### config.mk
export PLATFORM = sky130hd
export DESIGN_NAME = stop_state_output_policy
export DESIGN_NICKNAME = d
export VERILOG_FILES = /design/src/stop_policy_pkg.sv /design/src/out_source_mux.sv /design/src/can_master_ctl.sv /design/src/stop_state_output_policy.sv
export SDC_FILE = /design/constraint.sdc
export NUM_CORES = 1
export LEC_CHECK = 0
export ABC_AREA = 1
export BUFFER_PORTS_ARGS = -buffer_cell sky130_fd_sc_hd__buf_2
export CORE_UTILIZATION = 55
export CTS_BUF_LIST = sky130_fd_sc_hd__clkbuf_8 sky130_fd_sc_hd__clkbuf_16
export CTS_CLUSTER_SIZE = 20
export DETAILED_ROUTE_END_ITERATION = 6
export PLACE_DENSITY = 0.81
export SYNTH_ARGS = -nofsm -noshare
export SYNTH_HDL_FRONTEND = slang
export SYNTH_SLANG_ARGS = --single-unit
### constraint.sdc
create_clock -name mclk -period 2.2 [get_ports mclk]
set_input_delay 0.11 -clock mclk [delete_from_list [all_inputs] [get_ports mclk]]
set_output_delay 0.11 -clock mclk [all_outputs]
set_load 0.1 [all_outputs]
### src/stop_policy_pkg.sv
// constants, register map and controller states for the stop-state output block
// assumes one 100 MHz clock and a single AHB-Lite master
package stop_policy_pkg;

   localparam int NUM_IO = 8;
   localparam int CLK_MHZ = 100;

   // register byte offsets
   localparam logic [7:0] OFS_CTRL = 8'h00;
   localparam logic [7:0] OFS_STATE = 8'h04;
   localparam logic [7:0] OFS_FORCE_EN = 8'h08;
   localparam logic [7:0] OFS_FORCE_VAL = 8'h0C;
   localparam logic [7:0] OFS_DEFAULT = 8'h10;
   localparam logic [7:0] OFS_INIT = 8'h14;
   localparam logic [7:0] OFS_PTO_MASK = 8'h18;
   localparam logic [7:0] OFS_EXPERT_MASK = 8'h1C;
   localparam logic [7:0] OFS_OUT_IMAGE = 8'h20;
   localparam logic [7:0] OFS_IN_IMAGE = 8'h24;
   localparam logic [7:0] OFS_PHYS = 8'h28;
   localparam logic [7:0] OFS_CMD = 8'h2C;

   // field positions
   localparam int CTRL_POLICY_BIT = 0;
   localparam int CTRL_UPDATE_BIT = 1;
   localparam int CMD_DOWNLOAD_BIT = 0;
   localparam int CMD_WARM_BIT = 1;
   localparam int CMD_COLD_BIT = 2;
   localparam int STATE_W = 3;

   // values after reset
   localparam logic RST_POLICY = 1'b0;
   localparam logic RST_UPDATE = 1'b1;
   localparam logic [NUM_IO-1:0] RST_IO = 8'h00;

   // cyclic process data period
   localparam int PDO_PERIOD_US = 1;
   localparam int PDO_PERIOD_CYC = PDO_PERIOD_US * CLK_MHZ;
   localparam logic [7:0] PDO_CNT_LAST = 8'(PDO_PERIOD_CYC - 1);

   typedef enum logic [STATE_W-1:0] {
      ST_BOOT,
      ST_NO_FW,
      ST_EMPTY,
      ST_RUN,
      ST_RUN_ERR,
      ST_STOP
   } ctrl_state_e;

   localparam logic [STATE_W-1:0] STATE_LAST = 3'h5;

endpackage

### src/out_source_mux.sv
// per-output selection of force, stop policy or task value
// purely combinational; the caller registers the result
`timescale 1ns/1ns
`default_nettype none
module out_source_mux
   import stop_policy_pkg::*;
(
   input wire logic stopMode,
   input wire logic policy,
   input wire logic [NUM_IO-1:0] ptoMask,
   input wire logic [NUM_IO-1:0] expertMask,
   input wire logic [NUM_IO-1:0] curVal,
   input wire logic [NUM_IO-1:0] defVal,
   input wire logic [NUM_IO-1:0] taskVal,
   input wire logic [NUM_IO-1:0] forceEn,
   input wire logic [NUM_IO-1:0] forceVal,
   output logic [NUM_IO-1:0] result
);
   logic [NUM_IO-1:0] policyVal;

   genvar i;
   generate
      for (i = 0; i < NUM_IO; i++)
      begin : g_bit
         // pulse train never takes its default: an extra pulse would escape
         assign policyVal[i] = ptoMask[i] ? 1'b0 :
            expertMask[i] ? (policy & defVal[i]) :
            (policy ? defVal[i] : curVal[i]);
         assign result[i] = forceEn[i] ? forceVal[i] :
            (stopMode ? policyVal[i] : taskVal[i]);
      end
   endgenerate
endmodule // out_source_mux
`default_nettype wire

### src/can_master_ctl.sv
// fieldbus master gate: keeps traffic alive or sends a last pdo then goes quiet
// assumes the caller flags stop entry for exactly one cycle
`timescale 1ns/1ns
`default_nettype none
module can_master_ctl
   import stop_policy_pkg::*;
(
   input wire logic mclk,
   input wire logic sys_rst,
   input wire logic keepActive,
   input wire logic lastSend,
   input wire logic [NUM_IO-1:0] imageVal,
   input wire logic [NUM_IO-1:0] stopVal,
   output logic canEnable,
   output logic tpdoSend,
   output logic [NUM_IO-1:0] tpdoData
);
   typedef struct packed {
      logic active;
      logic sendOnce;
      logic send;
      logic [7:0] tick;
      logic [NUM_IO-1:0] data;
   } can_s;

   can_s s, next_s;

   always_comb
   begin
      next_s = s;
      next_s.send = 1'b0;
      next_s.sendOnce = 1'b0;
      next_s.active = keepActive;
      if (keepActive)
      begin
         next_s.data = imageVal;
         next_s.tick = (s.tick == PDO_CNT_LAST) ? 8'h00 : s.tick + 8'h01;
         next_s.send = (s.tick == PDO_CNT_LAST);
      end
      else
         next_s.tick = 8'h00;
      if (lastSend)
      begin
         next_s.data = stopVal;
         next_s.send = 1'b1;
         next_s.sendOnce = 1'b1;
      end
   end

   always_ff @(posedge mclk)
   begin
      if (sys_rst)
         s <= '0;
      else
         s <= next_s;
   end

   // the single closing pdo still needs the bus for its one cycle
   assign canEnable = s.active | s.sendOnce;
   assign tpdoSend = s.send;
   assign tpdoData = s.data;
endmodule // can_master_ctl
`default_nettype wire

### src/stop_state_output_policy.sv
// stop-state output policy block with AHB-Lite register access
// assumes field inputs synchronous to mclk and one bus master
//
// The implementer's own choices: register access over AHB-Lite and the placing of the registers.
`timescale 1ns/1ns
`default_nettype none
module stop_state_output_policy
   import stop_policy_pkg::*;
(
   input wire logic mclk,
   input wire logic sys_rst,
   input wire logic hsel,
   input wire logic [31:0] haddr,
   input wire logic [1:0] htrans,
   input wire logic hwrite,
   input wire logic [2:0] hsize,
   input wire logic [31:0] hwdata,
   input wire logic hready,
   output logic hreadyout,
   output logic hresp,
   output logic [31:0] hrdata,
   input wire logic runStopIn,
   input wire logic alarmTask,
   output logic alarmOut,
   input wire logic [NUM_IO-1:0] physIn,
   output logic [NUM_IO-1:0] physOut,
   output logic [NUM_IO-1:0] physOutEn,
   input wire logic [NUM_IO-1:0] taskOut,
   input wire logic taskStrobe,
   output logic taskEnable,
   output logic expertEnable,
   output logic canEnable,
   output logic tpdoSend,
   output logic [NUM_IO-1:0] tpdoData
);
   typedef struct packed {
      ctrl_state_e st;
      logic wasStop;
      logic runStopPrev;
      logic policy;
      logic policyLatched;
      logic upd;
      logic [NUM_IO-1:0] forceEn;
      logic [NUM_IO-1:0] forceVal;
      logic [NUM_IO-1:0] defVal;
      logic [NUM_IO-1:0] initVal;
      logic [NUM_IO-1:0] ptoMask;
      logic [NUM_IO-1:0] expertMask;
      logic [NUM_IO-1:0] outImage;
      logic [NUM_IO-1:0] inImage;
      logic [NUM_IO-1:0] phys;
      logic [NUM_IO-1:0] physEn;
      logic dValid;
      logic dWrite;
      logic [7:0] dAddr;
      logic [31:0] rdata;
   } ctl_s;

   ctl_s s, next_s;
   logic accept;
   logic isStop;
   logic isRun;
   logic stopEntry;
   logic [NUM_IO-1:0] forceOk;
   logic [NUM_IO-1:0] fastMask;
   logic [NUM_IO-1:0] muxOut;
   logic [NUM_IO-1:0] rdVal;

   function automatic logic isBootLike(input ctrl_state_e st);
      isBootLike = (st == ST_BOOT) || (st == ST_NO_FW) || (st == ST_EMPTY);
   endfunction

   assign accept = hsel && htrans[1] && hready;
   assign isStop = (s.st == ST_STOP);
   assign isRun = (s.st == ST_RUN) || (s.st == ST_RUN_ERR);
   assign stopEntry = isStop && !s.wasStop;
   assign fastMask = s.ptoMask | s.expertMask;
   // expert-driven outputs can never be forced
   assign forceOk = s.forceEn & ~fastMask;

   out_source_mux u_mux (
      .stopMode(isStop),
      .policy(stopEntry ? s.policy : s.policyLatched),
      .ptoMask(s.ptoMask),
      .expertMask(s.expertMask),
      .curVal(s.outImage),
      .defVal(s.defVal),
      .taskVal(taskOut),
      .forceEn(forceOk),
      .forceVal(s.forceVal),
      .result(muxOut)
   );

   can_master_ctl u_can (
      .mclk(mclk),
      .sys_rst(sys_rst),
      .keepActive(isRun || (isStop && s.upd)),
      .lastSend(stopEntry && !s.upd),
      .imageVal(s.outImage),
      .stopVal(muxOut),
      .canEnable(canEnable),
      .tpdoSend(tpdoSend),
      .tpdoData(tpdoData)
   );

   always_comb
   begin
      case (haddr[7:0])
         OFS_CTRL: rdVal = {6'h00, s.upd, s.policy};
         OFS_STATE: rdVal = {5'h00, s.st};
         OFS_FORCE_EN: rdVal = s.forceEn;
         OFS_FORCE_VAL: rdVal = s.forceVal;
         OFS_DEFAULT: rdVal = s.defVal;
         OFS_INIT: rdVal = s.initVal;
         OFS_PTO_MASK: rdVal = s.ptoMask;
         OFS_EXPERT_MASK: rdVal = s.expertMask;
         OFS_OUT_IMAGE: rdVal = s.outImage;
         OFS_IN_IMAGE: rdVal = s.inImage;
         OFS_PHYS: rdVal = s.phys;
         default: rdVal = 8'h00;
      endcase
   end

   always_comb
   begin
      next_s = s;
      next_s.wasStop = isStop;
      next_s.runStopPrev = runStopIn;

      case (s.st)
         ST_RUN, ST_RUN_ERR:
         begin
            next_s.inImage = physIn;
            // task value plus forcing lands only when the task executes
            if (taskStrobe)
               next_s.outImage = muxOut;
            next_s.phys = s.outImage;
            next_s.physEn = {NUM_IO{1'b1}};
         end
         ST_STOP:
         begin
            next_s.physEn = {NUM_IO{1'b1}};
            if (stopEntry)
            begin
               next_s.policyLatched = s.policy;
               next_s.outImage = muxOut;
               next_s.phys = muxOut;
            end
            else if (s.upd)
            begin
               next_s.inImage = physIn;
               next_s.outImage = muxOut;
               next_s.phys = s.outImage;
            end
         end
         ST_BOOT, ST_NO_FW, ST_EMPTY:
         begin
            next_s.phys = {NUM_IO{1'b0}};
            next_s.physEn = ~fastMask;
         end
         default:
            next_s.st = ST_BOOT;
      endcase

      // the switch stays live in stop so a rising edge can restart
      if (runStopIn && !s.runStopPrev && isStop)
         next_s.st = ST_RUN;
      else if (!runStopIn && isRun)
         next_s.st = ST_STOP;

      // bus writes come last so a write in the same cycle wins
      if (s.dValid && s.dWrite)
      begin
         case (s.dAddr)
            OFS_CTRL:
            begin
               next_s.policy = hwdata[CTRL_POLICY_BIT];
               next_s.upd = hwdata[CTRL_UPDATE_BIT];
            end
            OFS_STATE:
               if (hwdata[STATE_W-1:0] <= STATE_LAST)
                  next_s.st = ctrl_state_e'(hwdata[STATE_W-1:0]);
            OFS_FORCE_EN:
               next_s.forceEn = hwdata[NUM_IO-1:0] & ~fastMask;
            OFS_FORCE_VAL: next_s.forceVal = hwdata[NUM_IO-1:0];
            OFS_DEFAULT: next_s.defVal = hwdata[NUM_IO-1:0];
            OFS_INIT: next_s.initVal = hwdata[NUM_IO-1:0];
            OFS_PTO_MASK: next_s.ptoMask = hwdata[NUM_IO-1:0];
            OFS_EXPERT_MASK: next_s.expertMask = hwdata[NUM_IO-1:0];
            OFS_OUT_IMAGE:
               next_s.outImage = hwdata[NUM_IO-1:0];
            OFS_CMD:
               if (hwdata[CMD_DOWNLOAD_BIT] || hwdata[CMD_WARM_BIT] ||
                   hwdata[CMD_COLD_BIT])
               begin
                  next_s.outImage = s.initVal;
                  next_s.inImage = s.initVal;
                  next_s.forceEn = {NUM_IO{1'b0}};
                  next_s.st = ST_STOP;
                  next_s.wasStop = 1'b0;
               end
            default:
               next_s.dValid = 1'b0;
         endcase
      end

      next_s.dValid = accept;
      next_s.dWrite = hwrite;
      next_s.dAddr = haddr[7:0];
      if (accept && !hwrite)
         next_s.rdata = {24'h000000, rdVal};
   end

   always_ff @(posedge mclk)
   begin
      if (sys_rst)
      begin
         s <= '0;
         s.st <= ST_BOOT;
         s.policy <= RST_POLICY;
         s.policyLatched <= RST_POLICY;
         s.upd <= RST_UPDATE;
         s.outImage <= RST_IO;
         s.inImage <= RST_IO;
      end
      else
         s <= next_s;
   end

   assign hreadyout = 1'b1;
   assign hresp = 1'b0;
   assign hrdata = s.rdata;
   assign alarmOut = isRun ? alarmTask : 1'b0;
   assign physOut = s.phys;
   assign physOutEn = s.physEn;
   assign taskEnable = isRun;
   assign expertEnable = isRun;
endmodule // stop_state_output_policy
`default_nettype wire

==> results.py <==
metrics = {
    "status": {
        "status": "finished with violations",
        "violations": "design-rule violations",
    },
    "yosys": {
        "synth.distinct_cells": 51,
        "yosys_warnings": 0,
        "syn_inst": 951,
        "syn_area_um2": 6750,
        "synthFlopType": "dfxtp_1",
        "yosys_register_bits": 125,
        "async_flop_share": 0,
        "synth-edff-count": 0,
        "yosysSeqAreaShare": 0.371,
        "postSynthAreaPerCell_um2": 7.10,
    },
    "routing": {
        "wirelength_um": 19900,
        "antenna_left": 0,
        "drc": 1,
        "num_vias": 6754,
        "viasPerCell": 5.73,
        "drtPass1Iterations": 7,
        "drt_iter0_markers": 804,
        "avgRoutedWirePerCell_um": 16.9,
    },
    "clock_network": {
        "clkTransAtPathRegs_ns": 0.06,
        "ctsHtreeMaxLevel": 4,
        "cts_max_path_buffers": 2,
        "cts_sinks": 125,
        "cts_tree": "yes",
        "cts_setup_buffers": 0,
        "clock_latency_ns": 0.42,
        "cts_buffers": 17,
        "post_cts_resize_count": 0,
        "postCtsHoldBufs": 11,
        "cts-root-buf": "clkbuf_16",
    },
    "timing": {
        "fmax_ghz": 0.478,
        "setup_viol": 0,
        "relSlewSlack": 0.445,
        "setup_ws_ns": 0.108,
        "finalMaxSlewViolations": 0,
        "finalCritPeriodShare": 0.951,
        "skew_ns": 0.00826,
        "layout_min_cycle_time_ns": 2.09,
        "rsz0062_at_grt": "no",
        "hold_viol_final": 0,
        "tns_ns": 0,
        "tightestPinTransition_ns": 0.829,
    },
    "final_layout": {
        "drive_gt1_frac": 0.168,
        "final_area_um2": 7740,
        "antenna_cells": 0,
        "nNetsFinal": 1112,
        "nFillCells": 1024,
        "area_growth_pct": 14.6,
    },
    "global_route": {
        "first_global_vias": 5952,
        "antenna_found_initial": 0,
        "grt_max_degree": 62,
        "grt_use_total": 0.322,
        "grt_pass1_wl_um": 31200,
        "overflow": 0,
    },
    "die": {
        "ios": 156,
        "placementRows": 40,
        "coreArea_um2": 12000,
        "die_area_um2": 12700,
        "dieHeight_um": 113,
        "initial_core_util": 0.562,
        "die_w_um": 113,
    },
    "setup_path": {
        "path_class": "reg2out",
        "critPathLaunchType": "register",
        "cp.arrival_ns": 1.98,
        "critPathRequiredTime_ns": 2.09,
        "path_max_fanout": 11,
        "cp-end-kind": "primary output",
    },
    "power_and_ir_drop": {
        "switching_share": 0.256,
        "powerDensity_nw_per_um2": 740,
        "p_seq_frac": 0.401,
        "p_comb_frac": 0.087,
        "leakage_nw": 3.28,
        "vdd_drop_max_mv": 0.698,
        "pwr-share-clk": 0.513,
        "finalPower_mw": 5.72,
        "p_int_mw": 4.26,
        "p_switching_mw": 1.47,
    },
    "place": {
        "hpwl_um": 14700,
        "place.gp.congestion": 1.02,
        "dp_worst_setup_slack_ns": 0.242,
        "io_buffers": 77,
        "place_area_um2": 7010,
    },
    "hold_path": {
        "min_path_type": "in2reg",
    },
    "job": {
        "maxCapViolCount": 0,
    },
}
[synth_stat cells, types with 2 or more instances]
cell type | instances | area (µm²)
o32ai_1 | 4 | 35.0
a21boi_1 | 2 | 15.0
a21oi_1 | 98 | 490
a211oi_1 | 24 | 180
o21ai_1 | 7 | 35.0
nor2_1 | 84 | 315
o22ai_1 | 24 | 150
a21oi_4 | 2 | 32.5
inv_2 | 6 | 22.5
nand4_1 | 3 | 18.8
nor2_4 | 4 | 45.0
clkbuf_1 | 15 | 56.3
conb_1 | 2 | 7.51
buf_2 | 7 | 35.0
a22oi_1 | 3 | 22.5
or2_2 | 5 | 31.3
clkinv_1 | 2 | 7.51
nand2_1 | 136 | 510
nand3b_1 | 2 | 15.0
nor3_1 | 14 | 70.1
dfxtp_1 | 125 | 2500
nor3_4 | 3 | 48.8
xor2_1 | 2 | 17.5
xnor2_1 | 3 | 26.3
nor3_2 | 2 | 20.0
nand2_4 | 3 | 33.8
nand3_1 | 52 | 260
o21ai_0 | 85 | 425
buf_6 | 3 | 33.8
a221oi_1 | 2 | 17.5
o211ai_1 | 9 | 67.6
a31oi_1 | 12 | 75.1
buf_4 | 62 | 465
inv_1 | 124 | 465
o31ai_1 | 2 | 15.0
nand2_2 | 3 | 18.8
[logic make-up (layout without fill, tap and decap cells)]
group | count (synthesis) | after routing | share of synthesized area
buf+inv | 221 | 277 | 0.162
other cells | 2 | 26 | 0.00111
simple gates | 317 | 317 | 0.217
xor+xnor | 5 | 5 | 0.00649
compound gates | 280 | 280 | 0.240
flops | 125 | 125 | 0.371
fa+ha+maj | 1 | 1 | 0.00185
[final timing paths]
check              from          to  slack, ns  cells after the start
max              s[127]    alarmOut       0.11                      6
min            haddr[4]       s[36]       0.02                      3
max reg2reg       s[33]       s[70]       0.23                      7
min reg2reg  u_can.s[8]  u_can.s[8]       0.44                      1
[stage by stage]
step	util	hold slack (ns)	std cells
2_1_floorplan	-	0.189	975
3_3_place_gp	0.583	0.324	1135
3_5_place_dp	0.583	0.333	1135
4_1_cts	0.644	0.00928	1178
5_1_grt	0.644	0.0395	1178
6_report	0.644	0.0178	1178
[flip-flops by register name, summed over array words and instances (netlist names)]
signal and count:
hrdata 8, physOut 8, physOutEn 8, s 82
u_can.s 10, u_can.tpdoData 8, u_can.tpdoSend 1
[worst max-delay path: stages, from the launching register on]
cell and delay, ns:
dfxtp_1 0.39, inv_2 0.12, nand2_1 0.09, a21oi_4 0.25, inv_2 0.18, nor2_4 0.10
buf_2 0.42
[final cells by class]
type | instances | area, µm² | area share
well taps | 147 | 184 | 0.0238
repair buffers | 112 | 676 | 0.0873
inverters | 133 | 502 | 0.0648
flip-flops and latches | 125 | 2500 | 0.323
clock inverters | 15 | 196 | 0.0254
multi-input cells | 629 | 3250 | 0.420
clock buffers | 17 | 425 | 0.0550
[metal layers]
metal	track usage	up-vias	share of wire
li1	-	3239	-
met1	0.440	3079	0.43
met2	0.490	386	0.43
met3	0.0718	50	0.099
met4	0.132	0	0.034
met5	0	-	0
[power groups by stage]
stage | clock network [mW] | logic [mW] | registers, mW
global route | 3.04 | 0.521 | 2.29
global placement | 0 | 0.470 | 2.34
CTS | 2.96 | 0.490 | 2.29
finish | 2.94 | 0.495 | 2.29
detailed placement | 0 | 0.473 | 2.34
floorplan | 0 | 0.421 | 2.34
[layout by cell type (no fill, tap or decap), types with 5 or more instances in the layout]
cell type        n
a211oi_1        24
a21oi_1         98
a31oi_1         12
buf_2           77
buf_4           24
clkbuf_16       17
conb_1          26
dfxtp_1        125
dlygate4sd3_1   11
inv_1          125
inv_2            6
nand2_1        136
nand3_1         52
nor2_1          82
nor2_4           5
nor3_1          14
o211ai_1         9
o21ai_0         85
o21ai_1          7
o22ai_1         24
or2_2            5
(Power assumes the default switching activity.)
